**src/shared/cmf_consts.vh**
```
// Constants for the message FIFO pointer and time base block.
// Assumes 32-bit APB data, word-aligned registers.
`ifndef CMF_CONSTS_VH
`define CMF_CONSTS_VH
`define CMF_OFF_CTRL 12'h000
`define CMF_OFF_PRESC 12'h004
`define CMF_OFF_TBC 12'h008
`define CMF_OFF_RXSTA 12'h00c
`define CMF_OFF_QSTA 12'h010
`define CMF_OFF_EVSTA 12'h014
`define CMF_OFF_CMD 12'h018
`define CMF_OFF_STAMP 12'h01c
// Control register bits
`define CMF_CTRL_TBEN 0
`define CMF_CTRL_EVTS 1
`define CMF_CTRL_RXTS 2
`define CMF_CTRL_ROLLIE 3
`define CMF_CTRL_EOF 4
`define CMF_CTRL_RES 5
// Command register bits, write one to act
`define CMF_CMD_RX_INC 0
`define CMF_CMD_Q_INC 1
`define CMF_CMD_EV_INC 2
`define CMF_CMD_RX_RST 3
`define CMF_CMD_Q_RST 4
`define CMF_CMD_EV_RST 5
`define CMF_CMD_TRANSMIT_REQUEST 6
`define CMF_CMD_RXOV_CLR 7
`define CMF_CMD_EVOV_CLR 8
`define CMF_CMD_ROLL_CLR 9
// Object counts
`define CMF_RX_DEPTH 16
`define CMF_Q_DEPTH 8
`define CMF_EV_DEPTH 12
`endif

```
**src/cmf_fifo_ptr.v**
```verilog
// Pointer and status logic for one RX FIFO, the priority queue and the event log.
// Assumes CAN-side strobes are one-cycle pulses from logic on pclk.
// Summary of operation
// - RX reset clears flags, points read address and store index at object 0.
// - Received message into non-full FIFO stored, index advances, not-empty set.
// - Host increment advances read address only, flags follow.
// - Half flag at half occupancy; all three flags when full.
// - Message into full FIFO discarded, overrun set, pointers hold.
// - Host clears overrun; release from full clears full flag.
// - Queue next index recomputed on transmit or transmit request.
// - Queue reset sets empty and not-full flags, load address to object 0.
// - Queue increment advances head and clears empty flag.
// - Transmit of the last pending object clears request; empty set once no object is used; load address holds.
// - Load address points to a free object, not necessarily sequential.
// - Full queue clears flags; transmission by identifier priority.
// - Event log reset clears flags, read address to object 0.
// - Each transmit into a non-full log stores identifier into next event object, sets not-empty.
// - Event half flag at half occupancy, all three occupancy flags when full.
// - Transmit into full log discarded, overrun set; host clears it.
// - 32-bit time base counter advances per prescaled tick and wraps.
// - Enable starts counter; disable stops and zeroes it.
// - Stamps attached only when the matching stamp enable is set.
// - Counter wrap raises rollover interrupt when enabled.
// - Capture at start of frame or res bit, or at frame end.
//
// The APB interface to the registers and the register addresses were decided locally.
`timescale 1ns/1ps
`default_nettype none
`include "cmf_consts.vh"
module cmf_fifo_ptr #(
  parameter RX_DEPTH = `CMF_RX_DEPTH,
  parameter Q_DEPTH = `CMF_Q_DEPTH,
  parameter EV_DEPTH = `CMF_EV_DEPTH
) (
  // APB
  input wire pclk,
  input wire presetn,
  input wire psel,
  input wire penable,
  input wire pwrite,
  input wire [11:0] paddr,
  input wire [31:0] pwdata,
  output reg [31:0] prdata,
  output reg pready,
  output reg pslverr,
  // CAN engine events
  input wire rx_msg_done,
  input wire tx_done,
  input wire [28:0] tx_id,
  input wire frame_is_fd,
  input wire sof_sample,
  input wire res_bit_sample,
  input wire rx_eof_point,
  input wire tx_eof_point,
  // Queue identifiers loaded into objects
  input wire [28:0] q_load_id,
  // Stamp, store, queue and interrupt outputs
  output reg rx_store_we,
  output reg [3:0] rx_store_obj,
  output reg ev_store_we,
  output reg [3:0] ev_store_obj,
  output reg [28:0] ev_store_id,
  output reg [31:0] stamp_word,
  output reg stamp_valid,
  output reg queue_tx_valid,
  output reg [2:0] queue_next_index,
  output reg rollover_irq
);
  // Registers
  reg [5:0] ctrl;
  reg [9:0] presc;
  reg [31:0] tbc_load;
  reg tbc_load_pend;
  reg [3:0] rx_rd;
  reg [3:0] fifo_store_index;
  reg [4:0] rx_cnt;
  reg rx_overrun_flag;
  reg [7:0] q_used;
  reg [7:0] q_pend;
  reg [2:0] q_ld;
  reg [28:0] q_id [0:7];
  reg transmit_request;
  reg [3:0] ev_rd;
  reg [3:0] ev_wr;
  reg [4:0] ev_cnt;
  reg event_overrun_flag;
  reg roll_flag;
  reg [31:0] stamp_cap;
  wire [31:0] tbc;
  wire tbc_roll;
  integer i, j, k;

  wire wr_acc = psel & penable & pwrite;
  wire rd_setup = psel & ~penable & ~pwrite; // Launch in setup so data stands in access
  wire cmd_wr = wr_acc & pready & (paddr == `CMF_OFF_CMD);
  wire [31:0] cmd = cmd_wr ? pwdata : 32'h00000000;

  function [3:0] wrap_inc;
    input [3:0] v;
    input [4:0] depth;
    begin
      wrap_inc = ({1'b0, v} == depth - 5'd1) ? 4'h0 : v + 4'h1;
    end
  endfunction

  // Flags from occupancy
  wire rx_not_empty_flag = (rx_cnt != 5'd0);
  wire rx_half_full_flag = (rx_cnt >= RX_DEPTH / 2);
  wire rx_full_flag = (rx_cnt == RX_DEPTH);
  wire [3:0] q_cnt = q_used[0] + q_used[1] + q_used[2] + q_used[3] +
    q_used[4] + q_used[5] + q_used[6] + q_used[7];
  wire queue_empty_flag = (q_cnt == 4'd0);
  wire queue_not_full_flag = (q_cnt != Q_DEPTH);
  wire event_not_empty_flag = (ev_cnt != 5'd0);
  wire event_half_full_flag = (ev_cnt >= EV_DEPTH / 2);
  wire event_full_flag = (ev_cnt == EV_DEPTH);

  // Lowest identifier among pending objects
  reg [2:0] best;
  reg best_ok;
  always @* begin
    best = 3'h0;
    best_ok = 1'b0;
    for (i = 0; i < 8; i = i + 1) begin
      if (q_pend[i] && (!best_ok || q_id[i] < q_id[best])) begin
        best = i[2:0];
        best_ok = 1'b1;
      end
    end
  end

  // First free object for the load address
  reg [2:0] free_obj;
  reg [7:0] used_after;
  always @* begin
    used_after = q_used;
    used_after[q_ld] = 1'b1;
    free_obj = 3'h0;
    for (j = 7; j >= 0; j = j - 1) begin
      if (!used_after[j]) begin
        free_obj = j[2:0];
      end
    end
  end

  wire q_tx_now = tx_done & queue_tx_valid;

  cmf_tbc cmf_tbc_inst (
    .pclk(pclk),
    .presetn(presetn),
    .enable(ctrl[`CMF_CTRL_TBEN]),
    .prescaler(presc),
    .load(tbc_load_pend),
    .load_value(tbc_load),
    .count(tbc),
    .rollover(tbc_roll)
  );

  // Capture point selection
  wire cap_rx = ctrl[`CMF_CTRL_EOF] ? rx_eof_point :
    ((frame_is_fd && ctrl[`CMF_CTRL_RES]) ? res_bit_sample : sof_sample);
  wire cap_tx = ctrl[`CMF_CTRL_EOF] ? tx_eof_point :
    ((frame_is_fd && ctrl[`CMF_CTRL_RES]) ? res_bit_sample : sof_sample);

  always @(posedge pclk or negedge presetn) begin
    if (!presetn) begin
      ctrl <= 6'h00;
      presc <= 10'h000;
      tbc_load <= 32'h00000000;
      tbc_load_pend <= 1'b0;
      rx_rd <= 4'h0;
      fifo_store_index <= 4'h0;
      rx_cnt <= 5'd0;
      rx_overrun_flag <= 1'b0;
      q_used <= 8'h00;
      q_pend <= 8'h00;
      q_ld <= 3'h0;
      transmit_request <= 1'b0;
      ev_rd <= 4'h0;
      ev_wr <= 4'h0;
      ev_cnt <= 5'd0;
      event_overrun_flag <= 1'b0;
      roll_flag <= 1'b0;
      stamp_cap <= 32'h00000000;
      prdata <= 32'h00000000;
      pready <= 1'b0;
      pslverr <= 1'b0;
      rx_store_we <= 1'b0;
      rx_store_obj <= 4'h0;
      ev_store_we <= 1'b0;
      ev_store_obj <= 4'h0;
      ev_store_id <= 29'h0;
      stamp_word <= 32'h00000000;
      stamp_valid <= 1'b0;
      queue_tx_valid <= 1'b0;
      queue_next_index <= 3'h0;
      rollover_irq <= 1'b0;
      for (k = 0; k < 8; k = k + 1) begin
        q_id[k] <= 29'h0;
      end
    end else begin
      // Zero-wait slave: ready during every access phase
      pready <= psel & ~penable;
      pslverr <= 1'b0;
      rx_store_we <= 1'b0;
      ev_store_we <= 1'b0;
      stamp_valid <= 1'b0;
      if (ctrl[`CMF_CTRL_TBEN]) begin
        tbc_load_pend <= 1'b0; // Loaded value must survive until the counter starts
      end
      if (wr_acc && pready) begin
        case (paddr)
          `CMF_OFF_CTRL: ctrl <= pwdata[5:0];
          `CMF_OFF_PRESC: presc <= pwdata[9:0];
          `CMF_OFF_TBC: begin
            tbc_load <= pwdata;
            tbc_load_pend <= ~ctrl[`CMF_CTRL_TBEN];
          end
          `CMF_OFF_CMD: ;
          default: pslverr <= 1'b0;
        endcase
      end
      if (rd_setup) begin
        case (paddr)
          `CMF_OFF_CTRL: prdata <= {26'h0, ctrl};
          `CMF_OFF_PRESC: prdata <= {22'h0, presc};
          `CMF_OFF_TBC: prdata <= tbc;
          `CMF_OFF_RXSTA: prdata <= {15'h0, fifo_store_index, rx_rd, 5'h0,
            rx_overrun_flag, rx_full_flag, rx_half_full_flag, rx_not_empty_flag};
          `CMF_OFF_QSTA: prdata <= {21'h0, queue_next_index, q_ld, transmit_request,
            roll_flag, queue_not_full_flag, queue_empty_flag};
          `CMF_OFF_EVSTA: prdata <= {16'h0, ev_wr, ev_rd, 4'h0, event_overrun_flag,
            event_full_flag, event_half_full_flag, event_not_empty_flag};
          `CMF_OFF_STAMP: prdata <= stamp_cap;
          default: prdata <= 32'h00000000;
        endcase
      end
      // Receive FIFO
      if (cmd[`CMF_CMD_RX_RST]) begin
        rx_rd <= 4'h0;
        fifo_store_index <= 4'h0;
        rx_cnt <= 5'd0;
        rx_overrun_flag <= 1'b0;
      end else begin
        if (rx_msg_done && !rx_full_flag) begin
          fifo_store_index <= wrap_inc(fifo_store_index, RX_DEPTH);
          rx_store_we <= 1'b1;
          rx_store_obj <= fifo_store_index;
        end
        // Set beats host clear in the same cycle
        if (rx_msg_done && rx_full_flag) begin
          rx_overrun_flag <= 1'b1;
        end else if (cmd[`CMF_CMD_RXOV_CLR]) begin
          rx_overrun_flag <= 1'b0;
        end
        if (cmd[`CMF_CMD_RX_INC] && rx_not_empty_flag) begin
          rx_rd <= wrap_inc(rx_rd, RX_DEPTH);
        end
        rx_cnt <= rx_cnt + {4'h0, rx_msg_done & ~rx_full_flag}
          - {4'h0, cmd[`CMF_CMD_RX_INC] & rx_not_empty_flag};
      end
      // Priority queue
      if (cmd[`CMF_CMD_Q_RST]) begin
        q_used <= 8'h00;
        q_pend <= 8'h00;
        q_ld <= 3'h0;
        transmit_request <= 1'b0;
        queue_tx_valid <= 1'b0;
      end else begin
        if (cmd[`CMF_CMD_Q_INC] && queue_not_full_flag) begin
          q_used[q_ld] <= 1'b1;
          q_id[q_ld] <= q_load_id;
          q_ld <= free_obj;
        end
        if (cmd[`CMF_CMD_TRANSMIT_REQUEST]) begin
          transmit_request <= 1'b1;
          q_pend <= q_used;
        end
        if (q_tx_now) begin
          q_used[queue_next_index] <= 1'b0;
          q_pend[queue_next_index] <= 1'b0;
          if ((q_pend & ~(8'h01 << queue_next_index)) == 8'h00) begin
            transmit_request <= 1'b0;
          end
        end
        // Recomputed, never incremented
        queue_next_index <= best;
        queue_tx_valid <= best_ok & transmit_request & ~q_tx_now;
      end
      // Event log
      if (cmd[`CMF_CMD_EV_RST]) begin
        ev_rd <= 4'h0;
        ev_wr <= 4'h0;
        ev_cnt <= 5'd0;
        event_overrun_flag <= 1'b0;
      end else begin
        if (tx_done && !event_full_flag) begin
          ev_store_we <= 1'b1;
          ev_store_obj <= ev_wr;
          ev_store_id <= tx_id;
          ev_wr <= wrap_inc(ev_wr, EV_DEPTH);
        end
        if (tx_done && event_full_flag) begin
          event_overrun_flag <= 1'b1;
        end else if (cmd[`CMF_CMD_EVOV_CLR]) begin
          event_overrun_flag <= 1'b0;
        end
        if (cmd[`CMF_CMD_EV_INC] && event_not_empty_flag) begin
          ev_rd <= wrap_inc(ev_rd, EV_DEPTH);
        end
        ev_cnt <= ev_cnt + {4'h0, tx_done & ~event_full_flag}
          - {4'h0, cmd[`CMF_CMD_EV_INC] & event_not_empty_flag};
      end
      // Timestamp capture and delivery
      if (cap_rx || cap_tx) begin
        stamp_cap <= tbc;
      end
      if ((rx_msg_done && !rx_full_flag && ctrl[`CMF_CTRL_RXTS]) ||
          (tx_done && !event_full_flag && ctrl[`CMF_CTRL_EVTS])) begin
        stamp_word <= stamp_cap;
        stamp_valid <= 1'b1;
      end
      // Rollover sticky, set wins over clear
      if (tbc_roll) begin
        roll_flag <= 1'b1;
      end else if (cmd[`CMF_CMD_ROLL_CLR]) begin
        roll_flag <= 1'b0;
      end
      rollover_irq <= (roll_flag | tbc_roll) & ctrl[`CMF_CTRL_ROLLIE] &
        ~(cmd[`CMF_CMD_ROLL_CLR] & ~tbc_roll);
    end
  end
endmodule // cmf_fifo_ptr
`default_nettype wire

```
**src/cmf_tbc.v**
```verilog
// Time base counter with prescaler.
// Assumes prescaler and enable are synchronous to pclk.
`timescale 1ns/1ps
`default_nettype none
module cmf_tbc (
  // Clock and reset
  input wire pclk,
  input wire presetn,
  // Control
  input wire enable,
  input wire [9:0] prescaler,
  input wire load,
  input wire [31:0] load_value,
  // Result
  output reg [31:0] count,
  output reg rollover
);
  reg [9:0] div;
  always @(posedge pclk or negedge presetn) begin
    if (!presetn) begin
      div <= 10'h000;
      count <= 32'h00000000;
      rollover <= 1'b0;
    end else begin
      rollover <= 1'b0;
      if (!enable) begin
        div <= 10'h000;
        // Load only while stopped; disable otherwise zeroes value
        count <= load ? load_value : 32'h00000000;
      end else if (div >= prescaler) begin
        div <= 10'h000;
        count <= count + 32'h00000001;
        rollover <= (count == 32'hffffffff);
      end else begin
        div <= div + 10'h001;
      end
    end
  end
endmodule // cmf_tbc
`default_nettype wire
```
**config.mk**
```make
export PLATFORM = sky130hd
export DESIGN_NAME = cmf_fifo_ptr
export DESIGN_NICKNAME = d
export VERILOG_FILES = /design/src/cmf_fifo_ptr.v /design/src/cmf_tbc.v
export VERILOG_INCLUDE_DIRS = /design/src /design/src/shared
export SDC_FILE = /design/constraint.sdc
export NUM_CORES = 2
export LEC_CHECK = 0
export BUFFER_PORTS_ARGS = -buffer_cell sky130_fd_sc_hd__clkbuf_2
export CELL_PAD_IN_SITES_DETAIL_PLACEMENT = 1
export CELL_PAD_IN_SITES_GLOBAL_PLACEMENT = 1
export CORE_ASPECT_RATIO = 1.25
export CORE_MARGIN = 2
export CORE_UTILIZATION = 29
export CTS_BUF_LIST = sky130_fd_sc_hd__clkbuf_4 sky130_fd_sc_hd__clkbuf_8
export DETAILED_ROUTE_END_ITERATION = 10
export GPL_TIMING_DRIVEN = 0
export PLACE_DENSITY_LB_ADDON = 0.2
export SLEW_MARGIN = 20
export SYNTH_ARGS = -nofsm -noshare
export SYNTH_HDL_FRONTEND = slang
export SYNTH_SLANG_ARGS = --single-unit
```
**constraint.sdc**
```tcl
create_clock -name pclk -period 17.55 [get_ports pclk]
set_input_delay 3.51 -clock pclk [delete_from_list [all_inputs] [get_ports pclk]]
set_output_delay 3.51 -clock pclk [all_outputs]
set_load 0.005 [all_outputs]
```
==> results.yml <==
outcome:
  status: "finished, violations left"
  violations: "negative setup slack"
power:
  ir_worst_vdd_mv: 0.07077
  p_leak_nw: 18.70
  powerDensity_nw_per_um2: 73.10
  p_total_mw: 2.796
floorplanning:
  core_area_um2: 102100
  start_util_pct: 29.26
  io_pins: 225
  core.rowCount: 131
  die_w_um: 291.1
  die_h_um: 362.8
  die_area_um2: 105600
global_routing:
  gr-total-overflow: 0
  grt_antenna_before_repair: 3
  grt_pass1_wl_mm: 176.1
  grt_max_degree: 84
  track_usage_pct: 22.26
  grt_pass1_vias: 27230
route:
  wl_per_cell_um: 24.92
  via_per_inst: 5.274
  remaining_drc_errors: 0
  drt_iter0_markers: 1212
  wl_mm: 118.3
  ant_nets: 0
  dr.pass1.iters: 5
  dr_total_vias: 25030
final_layout:
  fin_util_pct: 37.46
  final_cell_mix: "510 x dfrtp_1, 371 x mux2_2, 232 x nand2_1"
  drive_gt1_share_pct: 35.87
  final_common_cell: "dfrtp_1"
  fillers: 11400
  fin_nets: 3700
  layout-area-overhead-vs-synth_pct: 28.03
setup_path:
  required_ps: 18270
  worstSetupStartpointType: "flop"
  critical-path-slowest-cell: "or3_4"
  worstPathMaxFanout: 10
  reg2reg_slack_ps: -480
  cp-end-kind: "flop"
  cp_common_cell: "a21o_1"
  critPathKind: "reg2reg"
  crit_path_max_incr_delay_ps: 480
  arrival_ps: 18750
synthesis:
  synth_cell_types: 88
  yosys_warnings: 0
  synthTopCellsByArea: "dfrtp_1 43%, mux2_2 14%, ha_1 9.8%"
  synth_edf_count: 0
  synth_ff_type: "dfrtp_1"
  netlist_area_um2: 29870
  syn_inst: 2869
  synth-seq-cells: 515
  postSynthAreaPerCell_um2: 10.41
  synth_top_cell_by_area: "dfrtp_1"
  yosys.area.top_type_share_pct: 43.14
  seq_area_frac_synth_pct: 43.14
  syn_nets: 3222
  ys_async_sr_fraction_pct: 100.0
timing:
  final_max_slew_viol_count: 0
  post-route-min-period_ps: 18030
  fin_crit_sh_pct: 102.7
  worst_pin_slew_ps: 1387
  hold_viol_final: 0
  relSlewSlack_pct: 6.803
  rsz0062_at_grt: "true"
  max_clock_freq_mhz: 55.47
  worst_slack_ps: -478.1
  finalSetupViolations: 3
  setup_tns_ps: -1402
  holdWs_ps: 482.7
  fin_skew_ps: 75.38
job:
  maxCapViolCount: 0
placement:
  numPortBuffers: 222
  hpwlAfterDp_mm: 87.88
  gp_congestion: 0.8642
clock_tree:
  clock-sinks: 515
  path_clk_slew_ps: 60
  cts_htree_levels: 3
  cts-root-buf: "clkbuf_8"
  cts_buffers: 97
  worstSkewPairLatency_ps: 840
  cts_tree: "yes"
  cts_max_path_buffers: 3
min_path:
  hold_path.class: "reg2reg"
final timing paths:
kind | startpoint | to | depth (start not counted)
worst max-delay path | q_id[231] | queue_next_index[2] | 92
worst min-delay path | prdata[3] | prdata[3] | 1
worst max register to register | q_id[231] | queue_next_index[2] | 92
worst min register to register | prdata[3] | prdata[3] | 1
max in group asynchronous | presetn | ev_store_id[10] | 3
min in group asynchronous | presetn | q_id[175] | 1
final cells by class:
type                            count  area [um^2]  area share, %
Multi-Input combinational cell   2106        17640          46.13
Sequential cell                   515        12890          33.71
Timing Repair Buffer              382         2571          6.723
Clock buffer                      147         1810          4.734
Tap cell                         1330         1664          4.351
Buffer                            131         1051          2.748
Inverter                          114        427.9          1.119
Clock inverter                     20        183.9         0.4809
Antenna cell                        1        2.502       0.006543
cell families (layout without fill, tap and decap cells):
family / Yosys count / count (layout) / share of synthesized area, %
fa+ha+maj: 239 / 239 / 10.16
other cells: 1 / 2 / 0.01255
simple gates: 715 / 715 / 10.95
xor+xnor: 34 / 34 / 0.9968
flops: 515 / 515 / 43.14
buf+inv: 248 / 794 / 3.258
mux: 429 / 429 / 16.13
compound gates: 688 / 688 / 15.35
synth_stat cells (all sizes together), types with 7 or more instances:
master	count
a211oi	26
o21ai	137
ha	233
nand2b	17
a31oi	17
a221oi	19
a21oi	214
a21o	79
or3	12
xnor2	13
buf	30
xor2	21
nor2b	18
a221o	7
o31ai	16
and3	18
nor4	10
and2	19
o211ai	15
clkbuf	104
mux2i	43
nand3	51
nand4	42
dfrtp	515
nand2	246
a22oi	25
mux2	386
o21a	24
a22o	30
nor3	43
nor2	214
inv	113
flip-flops by register name, indices dropped and copies added (netlist names), 10 cells and up:
name,count
prdata,32
cmf_tbc_inst.div,10
cmf_tbc_inst.count,32
presc,10
q_id,232
ev_store_id,29
tbc_load,32
stamp_word,32
stamp_cap,32
critical path, delay by kind of cell, from the launching register on:
kind                     cells  cell delay [ps]
AO/OA/AOI/OAI               44             8710
adder cells (fa/ha/maj)      7             1600
flip-flops                   1              400
multiplexers                 2              590
buffers and inverters       20             3160
AND/OR/NAND/NOR             19             3450
metrics by stage:
step                      setup WS [ps]  cells  cell area [um^2]
after floorplan                   51.41   2869             29890
after global placement            -9522   4421             32660
after detailed placement          -9574   4428             32860
after CTS                        -191.7   4708             37530
after global routing              -1000   4746             38250
final                            -478.1   4746             38250
metal layers:
layer	wire, um	track usage (%)	vias up
li1	-	-	11430
met1	47160	25.46	12700
met2	60710	40.46	652
met3	4707	3.403	243
met4	5649	10.53	4
met5	26	0	-
repair_timing:
action / in CTS / in global routing
pin swaps: 92 / 66
hold buffers: 0 / 0
setup endpoints to repair: 3 / 3
gates resized for setup: 397 / 90
gates cloned: 5 / 0
buffers inserted: 110 / 38
power breakdown:
part	total, mW	switching, mW	internal, mW
logic	0.261	0.146	0.116
clock network	1.25	0.575	0.675
registers	1.28	0.0490	1.24
Note: power is estimated with default switching activity, not from simulation.
